==> config.mk <==
export PLATFORM = sky130hd
export DESIGN_NAME = udei_top
export DESIGN_NICKNAME = d
export VERILOG_FILES = /design/src/hw/udei_pkg.sv /design/src/hw/udei_top.sv
export SDC_FILE = /design/constraint.sdc
export NUM_CORES = 1
export LEC_CHECK = 0
export BUFFER_PORTS_ARGS = -buffer_cell sky130_fd_sc_hd__buf_2
export CAP_MARGIN = 20
export CORE_ASPECT_RATIO = 0.9
export CORE_MARGIN = 2
export CORE_UTILIZATION = 55
export CTS_BUF_LIST = sky130_fd_sc_hd__clkbuf_8
export DETAILED_ROUTE_END_ITERATION = 6
export GPL_ROUTABILITY_DRIVEN = 0
export PLACE_DENSITY = 0.9
export SYNTH_ARGS = -nofsm -noshare
export SYNTH_HDL_FRONTEND = slang
export SYNTH_SLANG_ARGS = --single-unit
==> constraint.sdc <==
create_clock -name clk -period 1.95 [get_ports clk]
set_input_delay 0 -clock clk [delete_from_list [all_inputs] [get_ports clk]]
set_output_delay 0 -clock clk [all_outputs]
set_load 0.005 [all_outputs]
==> src/hw/udei_pkg.sv <==
// Constants, field layout and carrier types of the USB device event block.
//
// Overview of operation
// RULE1 - Latch frame number from SOF, clear on bus reset.
// RULE2 - Flag corrupted SOF frame number, clear on reset.
// RULE3 - CRC flag updates together with SOF status.
// RULE4 - Enable layout: DMA 25-30, endpoints 8-14, events 1-7.
// RULE5 - Bus reset leaves only end-of-reset enabled.
// RULE6 - Status bit 0 shows high speed.
// RULE7 - Suspend status after 3 ms idle J.
// RULE8 - Enable gates interrupt, never status latching; endpoint and DMA status latch only their enabled sources.
// RULE9 - Micro SOF sets status, increments microframe count.
// RULE10 - SOF sets status; high speed clears microframe count.
// RULE11 - SOF and micro SOF never both per packet.
// RULE12 - End of bus reset sets its status.
// RULE13 - Non-idle line in suspend sets wake-up.
// RULE14 - Wake-up detection runs on always-on clock.
// RULE15 - Software re-enables controller clock after wake-up.
// RULE16 - Host resume end sets its status.
// RULE17 - Own upstream resume sets its status.
// RULE18 - Endpoint status follows enabled source, reset clears.
// RULE19 - DMA status follows enabled channel source.
// RULE20 - Clear register writes one to clear events.
// RULE21 - Endpoint reset register, one strobe per endpoint.
// RULE22 - Endpoint reset strobe clears endpoint state.
// RULE23 - Microframe count 0 to 7, restarts each frame.
// RULE24 - Interrupt is OR of enabled sources.
package udei_pkg;

    // ------------------------------------------------------------
    // Register byte addresses
    // ------------------------------------------------------------
    localparam logic [31:0] ADDR_FNUM = 32'hF803C004;
    localparam logic [31:0] ADDR_IEN = 32'hF803C010;
    localparam logic [31:0] ADDR_ISTA = 32'hF803C014;
    localparam logic [31:0] ADDR_ICLR = 32'hF803C018;
    localparam logic [31:0] ADDR_EPRST = 32'hF803C01C;

    // ------------------------------------------------------------
    // Field positions
    // ------------------------------------------------------------
    localparam int SPEED_BIT = 0;
    localparam int SUSP_BIT = 1;
    localparam int USOF_BIT = 2;
    localparam int SOF_BIT = 3;
    localparam int ENDRST_BIT = 4;
    localparam int WAKE_BIT = 5;
    localparam int ENDRSM_BIT = 6;
    localparam int UPRES_BIT = 7;
    localparam int EP_LSB = 8;
    localparam int EP_COUNT = 7;
    localparam int DMA_LSB = 25;
    localparam int DMA_COUNT = 6;
    localparam int UFRM_LSB = 0;
    localparam int UFRM_W = 3;
    localparam int FNUM_LSB = 3;
    localparam int FNUM_W = 11;
    localparam int FERR_BIT = 31;

    // ------------------------------------------------------------
    // Reset values and masks
    // ------------------------------------------------------------
    localparam logic [31:0] IEN_RESET = 32'h0000_0000;
    localparam logic [31:0] IEN_AFTER_BUSRST = 32'h0000_0010;
    localparam logic [31:0] IEN_WMASK = 32'h7E00_7FFE;
    localparam logic [2:0] UFRM_LAST = 3'h7;

    // ------------------------------------------------------------
    // Timing
    // ------------------------------------------------------------
    localparam int CLK_PERIOD_NS = 10;
    localparam int SUSPEND_TIME_MS = 3;
    localparam int SUSPEND_CYCLES = SUSPEND_TIME_MS * 1000000 / CLK_PERIOD_NS;

    // ------------------------------------------------------------
    // Carrier from the link layer
    // ------------------------------------------------------------
    typedef struct packed {
        logic sof_seen;
        logic usof_seen;
        logic sof_synth;
        logic usof_synth;
        logic crc_bad;
        logic [10:0] frame;
        logic bus_reset;
        logic reset_end;
        logic line_j_idle;
        logic line_active;
        logic resume_end;
        logic remote_resume;
        logic high_speed;
    } udei_link_evt_type;

endpackage

==> src/hw/udei_top.sv <==
// Event, interrupt and frame-number status logic with an AHB-Lite slave.
//
// The AHB-Lite slave port was chosen for this implementation.
`timescale 1ns/1ps
`default_nettype none

module udei_top
#(
    parameter int SUSPEND_CYCLES = udei_pkg::SUSPEND_CYCLES
)
(
    input wire logic clk,
    input wire logic rst_n,
    input wire logic hsel,
    input wire logic [31:0] haddr,
    input wire logic [1:0] htrans,
    input wire logic hwrite,
    input wire logic [2:0] hsize,
    input wire logic [31:0] hwdata,
    input wire logic hready,
    output logic hreadyout,
    output logic hresp,
    output logic [31:0] hrdata,
    input wire udei_pkg::udei_link_evt_type link_evt,
    input wire logic [udei_pkg::EP_COUNT-1:0] ep_src,
    input wire logic [udei_pkg::DMA_COUNT-1:0] dma_src,
    output logic [udei_pkg::EP_COUNT-1:0] ep_reset_strobe,
    output logic irq
);

    // ------------------------------------------------------------
    // Parameter check
    // ------------------------------------------------------------
    generate
        if (SUSPEND_CYCLES < 1 || SUSPEND_CYCLES > 16777215)
        begin : g_bad_param
            $error("SUSPEND_CYCLES must lie in 1 to 2**24-1");
        end
    endgenerate

    localparam logic [23:0] SUSP_LAST = 24'(SUSPEND_CYCLES - 1);

    // ------------------------------------------------------------
    // Declarations
    // ------------------------------------------------------------
    logic ap_valid;
    logic wr_pend_reg;
    logic [31:0] wr_addr_reg;
    logic [31:0] hrdata_reg;
    logic [31:0] rd_word;
    logic wr_ien;
    logic wr_iclr;
    logic wr_eprst;
    logic [31:0] ien_reg;
    logic [7:1] evt_reg;
    logic [7:1] evt_set;
    logic [7:1] evt_clr;
    logic [udei_pkg::EP_COUNT-1:0] ep_sta_reg;
    logic [udei_pkg::DMA_COUNT-1:0] dma_sta_reg;
    logic [udei_pkg::EP_COUNT-1:0] ep_rst_reg;
    logic [10:0] frame_reg;
    logic [2:0] ufrm_reg;
    logic ferr_reg;
    logic [23:0] idle_cnt_reg;
    logic suspended_reg;
    logic susp_hit;
    logic irq_reg;
    logic irq_next;
    logic sof_evt;
    logic usof_evt;
    logic [31:0] ista_word;
    logic [31:0] fnum_word;

    // ------------------------------------------------------------
    // AHB-Lite slave
    // ------------------------------------------------------------
    // Zero wait states; read data is sampled at the address phase so
    // that it stands from a flip-flop throughout the data phase.
    assign hreadyout = 1'b1;
    assign hresp = 1'b0;
    assign hrdata = hrdata_reg;
    assign ap_valid = hsel && htrans[1] && hready;

    always_ff @(posedge clk)
    begin
        if (!rst_n)
        begin
            wr_pend_reg <= 1'b0;
            wr_addr_reg <= 32'h0000_0000;
        end
        else
        begin
            wr_pend_reg <= ap_valid && hwrite;
            if (ap_valid)
            begin
                wr_addr_reg <= haddr;
            end
        end
    end

    assign wr_ien = wr_pend_reg && (wr_addr_reg == udei_pkg::ADDR_IEN);
    assign wr_iclr = wr_pend_reg && (wr_addr_reg == udei_pkg::ADDR_ICLR);
    assign wr_eprst = wr_pend_reg && (wr_addr_reg == udei_pkg::ADDR_EPRST);

    always_comb
    begin
        ista_word = 32'h0000_0000;
        ista_word[udei_pkg::SPEED_BIT] = link_evt.high_speed; // RULE6
        ista_word[7:1] = evt_reg;
        ista_word[udei_pkg::EP_LSB +: udei_pkg::EP_COUNT] = ep_sta_reg;
        ista_word[udei_pkg::DMA_LSB +: udei_pkg::DMA_COUNT] = dma_sta_reg;
        fnum_word = 32'h0000_0000;
        fnum_word[udei_pkg::UFRM_LSB +: udei_pkg::UFRM_W] = ufrm_reg;
        fnum_word[udei_pkg::FNUM_LSB +: udei_pkg::FNUM_W] = frame_reg;
        fnum_word[udei_pkg::FERR_BIT] = ferr_reg;
    end

    // Write-only and unmapped addresses read as zero.
    always_comb
    begin
        unique case (haddr)
            udei_pkg::ADDR_FNUM: rd_word = fnum_word;
            udei_pkg::ADDR_IEN: rd_word = ien_reg;
            udei_pkg::ADDR_ISTA: rd_word = ista_word;
            default: rd_word = 32'h0000_0000;
        endcase
    end

    always_ff @(posedge clk)
    begin
        if (!rst_n)
        begin
            hrdata_reg <= 32'h0000_0000;
        end
        else if (ap_valid && !hwrite)
        begin
            hrdata_reg <= rd_word;
        end
    end

    // ------------------------------------------------------------
    // Interrupt enable mask
    // ------------------------------------------------------------
    always_ff @(posedge clk)
    begin
        if (!rst_n)
        begin
            ien_reg <= udei_pkg::IEN_RESET;
        end
        else if (link_evt.bus_reset)
        begin
            ien_reg <= udei_pkg::IEN_AFTER_BUSRST; // RULE5
        end
        else if (wr_ien)
        begin
            ien_reg <= hwdata & udei_pkg::IEN_WMASK; // RULE4
        end
    end

    // ------------------------------------------------------------
    // Suspend detection
    // ------------------------------------------------------------
    // The count restarts on any non-idle cycle, so only an unbroken
    // idle J period reaches the threshold.
    assign susp_hit = link_evt.line_j_idle && !suspended_reg
                      && (idle_cnt_reg == SUSP_LAST);

    always_ff @(posedge clk)
    begin
        if (!rst_n)
        begin
            idle_cnt_reg <= 24'h00_0000;
        end
        else if (!link_evt.line_j_idle || suspended_reg || susp_hit)
        begin
            idle_cnt_reg <= 24'h00_0000;
        end
        else
        begin
            idle_cnt_reg <= idle_cnt_reg + 24'h00_0001; // RULE7
        end
    end

    // This clock is the always-on one; the controller clock that
    // software may gate never reaches this block. RULE14
    always_ff @(posedge clk)
    begin
        if (!rst_n)
        begin
            suspended_reg <= 1'b0;
        end
        else if (susp_hit)
        begin
            suspended_reg <= 1'b1;
        end
        else if (link_evt.line_active || link_evt.bus_reset
                 || link_evt.remote_resume)
        begin
            suspended_reg <= 1'b0;
        end
    end

    // ------------------------------------------------------------
    // Event status bits
    // ------------------------------------------------------------
    // A SOF takes priority, so one packet never raises both bits.
    assign sof_evt = link_evt.sof_seen || link_evt.sof_synth;
    assign usof_evt = (link_evt.usof_seen || link_evt.usof_synth)
                      && !sof_evt; // RULE11

    always_comb
    begin
        evt_set = 7'h00;
        evt_set[udei_pkg::SUSP_BIT] = susp_hit; // RULE7
        evt_set[udei_pkg::USOF_BIT] = usof_evt; // RULE9
        evt_set[udei_pkg::SOF_BIT] = sof_evt; // RULE10
        evt_set[udei_pkg::ENDRST_BIT] = link_evt.reset_end; // RULE12
        evt_set[udei_pkg::WAKE_BIT] = suspended_reg && link_evt.line_active
                                      && !link_evt.remote_resume; // RULE13
        evt_set[udei_pkg::ENDRSM_BIT] = link_evt.resume_end; // RULE16
        evt_set[udei_pkg::UPRES_BIT] = link_evt.remote_resume; // RULE17
    end

    assign evt_clr = wr_iclr ? hwdata[7:1] : 7'h00;

    // Set wins over a clear in the same cycle; latching never looks at
    // the enable mask. RULE8
    always_ff @(posedge clk)
    begin
        if (!rst_n)
        begin
            evt_reg <= 7'h00;
        end
        else
        begin
            evt_reg <= (evt_reg & ~evt_clr) | evt_set; // RULE20
        end
    end

    // ------------------------------------------------------------
    // Endpoint and DMA status
    // ------------------------------------------------------------
    always_ff @(posedge clk)
    begin
        if (!rst_n || link_evt.bus_reset)
        begin
            ep_sta_reg <= 7'h00;
        end
        else
        begin
            ep_sta_reg <= ep_src
                & ien_reg[udei_pkg::EP_LSB +: udei_pkg::EP_COUNT]; // RULE18
        end
    end

    always_ff @(posedge clk)
    begin
        if (!rst_n)
        begin
            dma_sta_reg <= 6'h00;
        end
        else
        begin
            dma_sta_reg <= dma_src
                & ien_reg[udei_pkg::DMA_LSB +: udei_pkg::DMA_COUNT]; // RULE19
        end
    end

    // One-cycle strobe per endpoint; the endpoint logic clears its own
    // state except the data toggle state. RULE22
    always_ff @(posedge clk)
    begin
        if (!rst_n)
        begin
            ep_rst_reg <= 7'h00;
        end
        else
        begin
            ep_rst_reg <= wr_eprst ? hwdata[6:0] : 7'h00; // RULE21
        end
    end

    assign ep_reset_strobe = ep_rst_reg;

    // ------------------------------------------------------------
    // Frame number and microframe count
    // ------------------------------------------------------------
    // A corrupted SOF keeps the old frame number rather than loading
    // garbage; only the error flag reports it.
    always_ff @(posedge clk)
    begin
        if (!rst_n || link_evt.bus_reset)
        begin
            frame_reg <= 11'h000; // RULE1
            ufrm_reg <= 3'h0;
            ferr_reg <= 1'b0; // RULE2
        end
        else if (link_evt.sof_seen)
        begin
            if (!link_evt.crc_bad)
            begin
                frame_reg <= link_evt.frame; // RULE1
            end
            if (link_evt.high_speed)
            begin
                ufrm_reg <= 3'h0; // RULE10
            end
            ferr_reg <= link_evt.crc_bad; // RULE3
        end
        else if (link_evt.usof_seen)
        begin
            ufrm_reg <= (ufrm_reg == udei_pkg::UFRM_LAST) ? 3'h0
                        : ufrm_reg + 3'h1; // RULE23
            ferr_reg <= link_evt.crc_bad; // RULE2
        end
    end

    // ------------------------------------------------------------
    // Interrupt request
    // ------------------------------------------------------------
    assign irq_next = (|(evt_reg & ien_reg[7:1])) || (|ep_sta_reg)
                      || (|dma_sta_reg); // RULE24

    always_ff @(posedge clk)
    begin
        if (!rst_n)
        begin
            irq_reg <= 1'b0;
        end
        else
        begin
            irq_reg <= irq_next; // RULE8
        end
    end

    assign irq = irq_reg;

    // ------------------------------------------------------------
    // Assertions
    // ------------------------------------------------------------
    property p_sof_frame;
        @(posedge clk) disable iff (!rst_n)
        link_evt.sof_seen && !link_evt.crc_bad && !link_evt.bus_reset
        |=> frame_reg == $past(link_evt.frame);
    endproperty
    a_sof_frame: assert property (p_sof_frame) // RULE1
        else $error("Frame number not loaded from SOF.");

    property p_crc_flag;
        @(posedge clk) disable iff (!rst_n)
        link_evt.sof_seen && link_evt.crc_bad && !link_evt.bus_reset
        |=> ferr_reg && evt_reg[udei_pkg::SOF_BIT];
    endproperty
    a_crc_flag: assert property (p_crc_flag) // RULE3
        else $error("CRC flag and SOF status not set together.");

    property p_busrst_clear;
        @(posedge clk) disable iff (!rst_n)
        link_evt.bus_reset |=> frame_reg == 11'h000 && !ferr_reg
            && ien_reg == udei_pkg::IEN_AFTER_BUSRST && ep_sta_reg == 7'h00;
    endproperty
    a_busrst_clear: assert property (p_busrst_clear) // RULE5
        else $error("Bus reset did not restore state.");

    property p_speed_read;
        @(posedge clk) disable iff (!rst_n)
        ap_valid && !hwrite && haddr == udei_pkg::ADDR_ISTA
        |=> hrdata[0] == $past(link_evt.high_speed);
    endproperty
    a_speed_read: assert property (p_speed_read) // RULE6
        else $error("Speed bit read wrong.");

    property p_suspend_time;
        @(posedge clk) disable iff (!rst_n)
        $rose(suspended_reg) |-> $past(idle_cnt_reg) == SUSP_LAST
            && evt_reg[udei_pkg::SUSP_BIT];
    endproperty
    a_suspend_time: assert property (p_suspend_time) // RULE7
        else $error("Suspend raised before idle time.");

    property p_irq_quiet;
        @(posedge clk) disable iff (!rst_n)
        (evt_reg & ien_reg[7:1]) == 7'h00 && ep_sta_reg == 7'h00
            && dma_sta_reg == 6'h00 |=> !irq;
    endproperty
    a_irq_quiet: assert property (p_irq_quiet) // RULE8
        else $error("Interrupt without enabled source.");

    property p_ufrm_step;
        @(posedge clk) disable iff (!rst_n)
        link_evt.usof_seen && !link_evt.sof_seen && !link_evt.bus_reset
        |=> ufrm_reg == 3'($past(ufrm_reg) + 3'h1)
            && frame_reg == $past(frame_reg);
    endproperty
    a_ufrm_step: assert property (p_ufrm_step) // RULE9
        else $error("Microframe count did not step.");

    property p_sof_hs;
        @(posedge clk) disable iff (!rst_n)
        link_evt.sof_seen && link_evt.high_speed |=> ufrm_reg == 3'h0;
    endproperty
    a_sof_hs: assert property (p_sof_hs) // RULE10
        else $error("Microframe count not cleared by SOF.");

    // A SOF cycle must leave a clear micro SOF status bit clear.
    property p_excl;
        @(posedge clk) disable iff (!rst_n)
        (link_evt.sof_seen || link_evt.sof_synth)
            && !evt_reg[udei_pkg::USOF_BIT] && !wr_iclr
        |=> !evt_reg[udei_pkg::USOF_BIT];
    endproperty
    a_excl: assert property (p_excl) // RULE11
        else $error("SOF and micro SOF raised together.");

    property p_wake;
        @(posedge clk) disable iff (!rst_n)
        suspended_reg && link_evt.line_active && !link_evt.remote_resume
        |=> evt_reg[udei_pkg::WAKE_BIT] && !suspended_reg;
    endproperty
    a_wake: assert property (p_wake) // RULE13
        else $error("Wake-up not flagged.");

    property p_clear;
        @(posedge clk) disable iff (!rst_n)
        wr_iclr && hwdata[udei_pkg::ENDRSM_BIT] && !link_evt.resume_end
        |=> !evt_reg[udei_pkg::ENDRSM_BIT];
    endproperty
    a_clear: assert property (p_clear) // RULE20
        else $error("Clear write did not clear status.");

    property p_eprst;
        @(posedge clk) disable iff (!rst_n)
        wr_eprst |=> ep_reset_strobe == $past(hwdata[6:0]) ##1
            ep_reset_strobe == 7'h00 || $past(wr_eprst);
    endproperty
    a_eprst: assert property (p_eprst) // RULE21
        else $error("Endpoint reset strobe wrong.");

    property p_ep_follow;
        @(posedge clk) disable iff (!rst_n)
        !link_evt.bus_reset |=> ep_sta_reg
            == ($past(ep_src) & $past(ien_reg[14:8]));
    endproperty
    a_ep_follow: assert property (p_ep_follow) // RULE18
        else $error("Endpoint status does not follow source.");

endmodule

`default_nettype wire

==> impl_metrics.xml <==
<?xml version="1.0" encoding="UTF-8"?>
<metrics>
  <group name="drt">
    <metric name="drt_iter0_markers" unit="">1010</metric>
    <metric name="routed_wire_length_per_instance" unit="um">20.9</metric>
    <metric name="detail_route.wirelength" unit="mm">21.2</metric>
    <metric name="vias_per_cell" unit="">6.42</metric>
    <metric name="number_of_vias_in_the_routed_layout" unit="">6537</metric>
    <metric name="total_drc_errors_in_the_routed_layout" unit="">0</metric>
    <metric name="ant_nets" unit="">0</metric>
    <metric name="firstDrtPassIters" unit="">7</metric>
  </group>
  <group name="pwr">
    <metric name="leakagePower" unit="uW">0.00323</metric>
    <metric name="p_switching" unit="uW">1510</metric>
    <metric name="pwr-share-seq" unit="%">52.1</metric>
    <metric name="power.total" unit="uW">5740</metric>
    <metric name="net_sw_share" unit="%">26.3</metric>
    <metric name="power.internal" unit="uW">4230</metric>
    <metric name="worst_ir_drop_vdd" unit="uV">389</metric>
    <metric name="comb_power_share" unit="%">9.6</metric>
    <metric name="cellPowerDensity" unit="nW/um2">710</metric>
    <metric name="pwr-share-clk" unit="%">38.3</metric>
  </group>
  <group name="sta">
    <metric name="setup_viol_count_final" unit="">0</metric>
    <metric name="period_needed" unit="ps">1900</metric>
    <metric name="slew_violations" unit="">0</metric>
    <metric name="min_period_over_period" unit="%">97.6</metric>
    <metric name="final.setup_skew" unit="ps">16.2</metric>
    <metric name="hold_viol_final" unit="">0</metric>
    <metric name="timing.slew.headroom" unit="%">27.3</metric>
    <metric name="max_clock_freq" unit="GHz">0.526</metric>
    <metric name="tightestPinTransition" unit="ps">1090</metric>
  </group>
  <group name="cells_and_area">
    <metric name="largest_register_ff_count" unit="">32</metric>
    <metric name="layout.nets" unit="">985</metric>
    <metric name="layout.filler_cells" unit="">620</metric>
    <metric name="mostFrequentLayoutCells" unit="">143 x sky130_fd_sc_hd__dfxtp_1, 124 x sky130_fd_sc_hd__buf_2, 96 x sky130_fd_sc_hd__nand2_1</metric>
    <metric name="drive_gt1_share" unit="%">23.3</metric>
    <metric name="area.sequential" unit="um2">2860</metric>
    <metric name="syn_to_layout_area_delta" unit="%">33.1</metric>
    <metric name="multi_input_area" unit="um2">2970</metric>
    <metric name="n_antenna_cell" unit="">0</metric>
    <metric name="layout.core_utilization" unit="%">74.7</metric>
    <metric name="layout_commonest_cell" unit="">sky130_fd_sc_hd__dfxtp_1</metric>
  </group>
  <group name="worst_setup_path">
    <metric name="critical_path.slowest_cell" unit="">sky130_fd_sc_hd__nor4b_1</metric>
    <metric name="crit_path_start_kind" unit="">flip-flop</metric>
    <metric name="worst-endpoint-arrival" unit="ps">2240</metric>
    <metric name="critPathBufInv" unit="">1</metric>
    <metric name="critPathRequiredTime" unit="ps">2280</metric>
    <metric name="worstPathCellList" unit="">nor4b_1 -&gt; and4_1 -&gt; buf_4 -&gt; nand4_1 -&gt; a21oi_1</metric>
    <metric name="worstPathMaxFanout" unit="">20</metric>
    <metric name="worst_setup_path_end_kind" unit="">flip-flop</metric>
    <metric name="r2r_slack" unit="ps">50</metric>
    <metric name="critPathKind" unit="">reg -&gt; reg</metric>
    <metric name="path_delay_family" unit="">simple AND/OR/NAND/NOR gates</metric>
    <metric name="worst_path_largest_cell_delay" unit="ps">440</metric>
  </group>
  <group name="logic_synthesis">
    <metric name="postSynthRegisterBits" unit="">143</metric>
    <metric name="post_synthesis_cell_area" unit="um2">6070</metric>
    <metric name="synth_xor_xnor_area_share" unit="%">1.73</metric>
    <metric name="postSynthCellCount" unit="">667</metric>
    <metric name="fraction_of_the_mapped_netlist_area_in_compound_gates" unit="%">19.1</metric>
    <metric name="combinational_family_with_the_most_area_after_synthesis" unit="">simple AND/OR/NAND/NOR gates</metric>
    <metric name="ys.warnings.count" unit="">0</metric>
    <metric name="yosys-mux-area-fraction" unit="%">4.06</metric>
    <metric name="ys_async_sr_fraction" unit="%">0</metric>
    <metric name="synth.avg_cell_area" unit="um2">9.10</metric>
    <metric name="main_synth_ff_type" unit="">sky130_fd_sc_hd__dfxtp_1</metric>
    <metric name="synth_edf_count" unit="">0</metric>
    <metric name="synth_cell_type_count" unit="">50</metric>
    <metric name="sequential_area_share_after_synthesis" unit="%">47.1</metric>
    <metric name="synthAdderAreaFrac" unit="%">0.618</metric>
    <metric name="yosys.area_share.simple" unit="%">22.1</metric>
  </group>
  <group name="floorplan">
    <metric name="die-width" unit="um">115</metric>
    <metric name="design.core.area" unit="um2">10800</metric>
    <metric name="die-area" unit="um2">11900</metric>
    <metric name="die_height" unit="um">104</metric>
    <metric name="rows" unit="">36</metric>
    <metric name="boundaryPins" unit="">152</metric>
    <metric name="start_util" unit="%">56.2</metric>
  </group>
  <group name="flow_run">
    <metric name="max_cap_viol_count" unit="">0</metric>
  </group>
  <group name="cts">
    <metric name="root_buffer_master" unit="">sky130_fd_sc_hd__clkbuf_8</metric>
    <metric name="clk-insertion-delay-late" unit="ps">450</metric>
    <metric name="cts-buffers-inserted" unit="">17</metric>
    <metric name="tritoncts_num_sinks" unit="">143</metric>
    <metric name="max-clock-path-buffers" unit="">2</metric>
    <metric name="cts_tree" unit="">built</metric>
    <metric name="htreeDepth" unit="">4</metric>
    <metric name="clk_pin_slew_worst_paths" unit="ps">90</metric>
  </group>
  <group name="grt">
    <metric name="grt.total_usage" unit="%">35.0</metric>
    <metric name="antenna_found_initial" unit="">1</metric>
    <metric name="gr-total-overflow" unit="">0</metric>
    <metric name="grt_start_max_net_pins" unit="">35</metric>
    <metric name="grt_pass1_wl" unit="mm">32.8</metric>
    <metric name="first_global_vias" unit="">6453</metric>
  </group>
  <group name="min_path">
    <metric name="min_path_type" unit="">in -&gt; reg</metric>
  </group>
  <group name="placement">
    <metric name="place.detailed.hpwl" unit="mm">11.4</metric>
    <metric name="port_buffers" unit="">124</metric>
  </group>
  <group name="outcome">
    <metric name="outcome" unit="">complete, no violations</metric>
  </group>
</metrics>
[synth_stat cells, types with 12 or more instances]
master,count,area share (%)
sky130_fd_sc_hd__mux2_2,21,3.9
sky130_fd_sc_hd__a21boi_0,32,4.0
sky130_fd_sc_hd__a21oi_1,43,3.5
sky130_fd_sc_hd__dfxtp_1,143,47
sky130_fd_sc_hd__buf_4,14,1.7
sky130_fd_sc_hd__nand4_1,30,3.1
sky130_fd_sc_hd__o21ai_0,14,1.2
sky130_fd_sc_hd__nand2_1,96,5.9
sky130_fd_sc_hd__and3_1,19,2.0
sky130_fd_sc_hd__nor2_1,24,1.5
sky130_fd_sc_hd__clkbuf_1,39,2.4
sky130_fd_sc_hd__nand3_1,12,0.99
sky130_fd_sc_hd__a22o_1,27,3.9
sky130_fd_sc_hd__o31ai_1,25,3.1
[per-layer routing]
layer	vias to the layer above	wire, um	track usage, %
met5	-	13	0
li1	2833	-	-
met3	171	2300	11.2
met4	2	1520	18.7
met2	541	9970	57.9
met1	2990	7450	39.9
[worst register-to-register path, stage by stage (launching register included)]
cell and delay (ps):
sky130_fd_sc_hd__dfxtp_1 320, sky130_fd_sc_hd__nor4b_1 440, sky130_fd_sc_hd__and4_1 270, sky130_fd_sc_hd__buf_4 260
sky130_fd_sc_hd__nand4_1 150, sky130_fd_sc_hd__a21oi_1 350
[cell families after synthesis]
logic type | after synthesis
compound gates | 166
xor+xnor | 12
fa+ha+maj | 3
buf+inv | 66
flops | 143
mux | 22
other cells | 2
simple gates | 253
[power by group through the flow]
stage	Sequential (uW)	Clock (uW)	Combinational [uW]
CTS	2980	2140	505
finish	2990	2200	549
global placement	3050	0	347
global route	2990	2300	574
detailed placement	3050	0	362
floorplan	3040	0	205
[repair_timing]
| action | 4_1_cts | 5_1_grt |
|---|---|---|
| resized for setup | 0 | 5 |
| hold buffers | 90 | 0 |
| setup buffers | 0 | 1 |
| endpoints found under the setup margin | 0 | 49 |
| hold endpoints to repair | 98 | 0 |
[worst paths after layout]
kind / startpoint / end / cells after the start
worst max register to register: wr_addr_reg[9]$_SDFFE_PN0P_ / ien_reg[13]$_SDFFE_PP0P_ / 5
worst max-delay path: wr_addr_reg[9]$_SDFFE_PN0P_ / ien_reg[13]$_SDFFE_PP0P_ / 5
worst min register to register: frame_reg[5]$_SDFFE_PP0P_ / frame_reg[5]$_SDFFE_PP0P_ / 2
worst min-delay path: rst_n / evt_reg[4]$_SDFF_PN0_ / 3
[area by class of cell]
class                   instances  share of cell area [%]
repair buffers                233                    21.0
inverters                       9                   0.418
clock buffers                  17                    2.90
flip-flops and latches        143                    35.4
multi-input cells             468                    36.7
well taps                     133                    2.06
clock inverters                15                    1.52
[through the flow]
stage,instance area [um2],setup TNS [ps],hold WS (ps),setup WS [ps],cells
after floorplan,6110,0,100,337,677
after global placement,6790,0,211,224,895
after detailed placement,6790,0,210,116,895
after CTS,8040,0,13.7,100,1017
after global routing,8080,-572,55.0,-86.4,1018
final,8080,0,51.0,47.4,1018
Power figures use the tool's default switching activity.
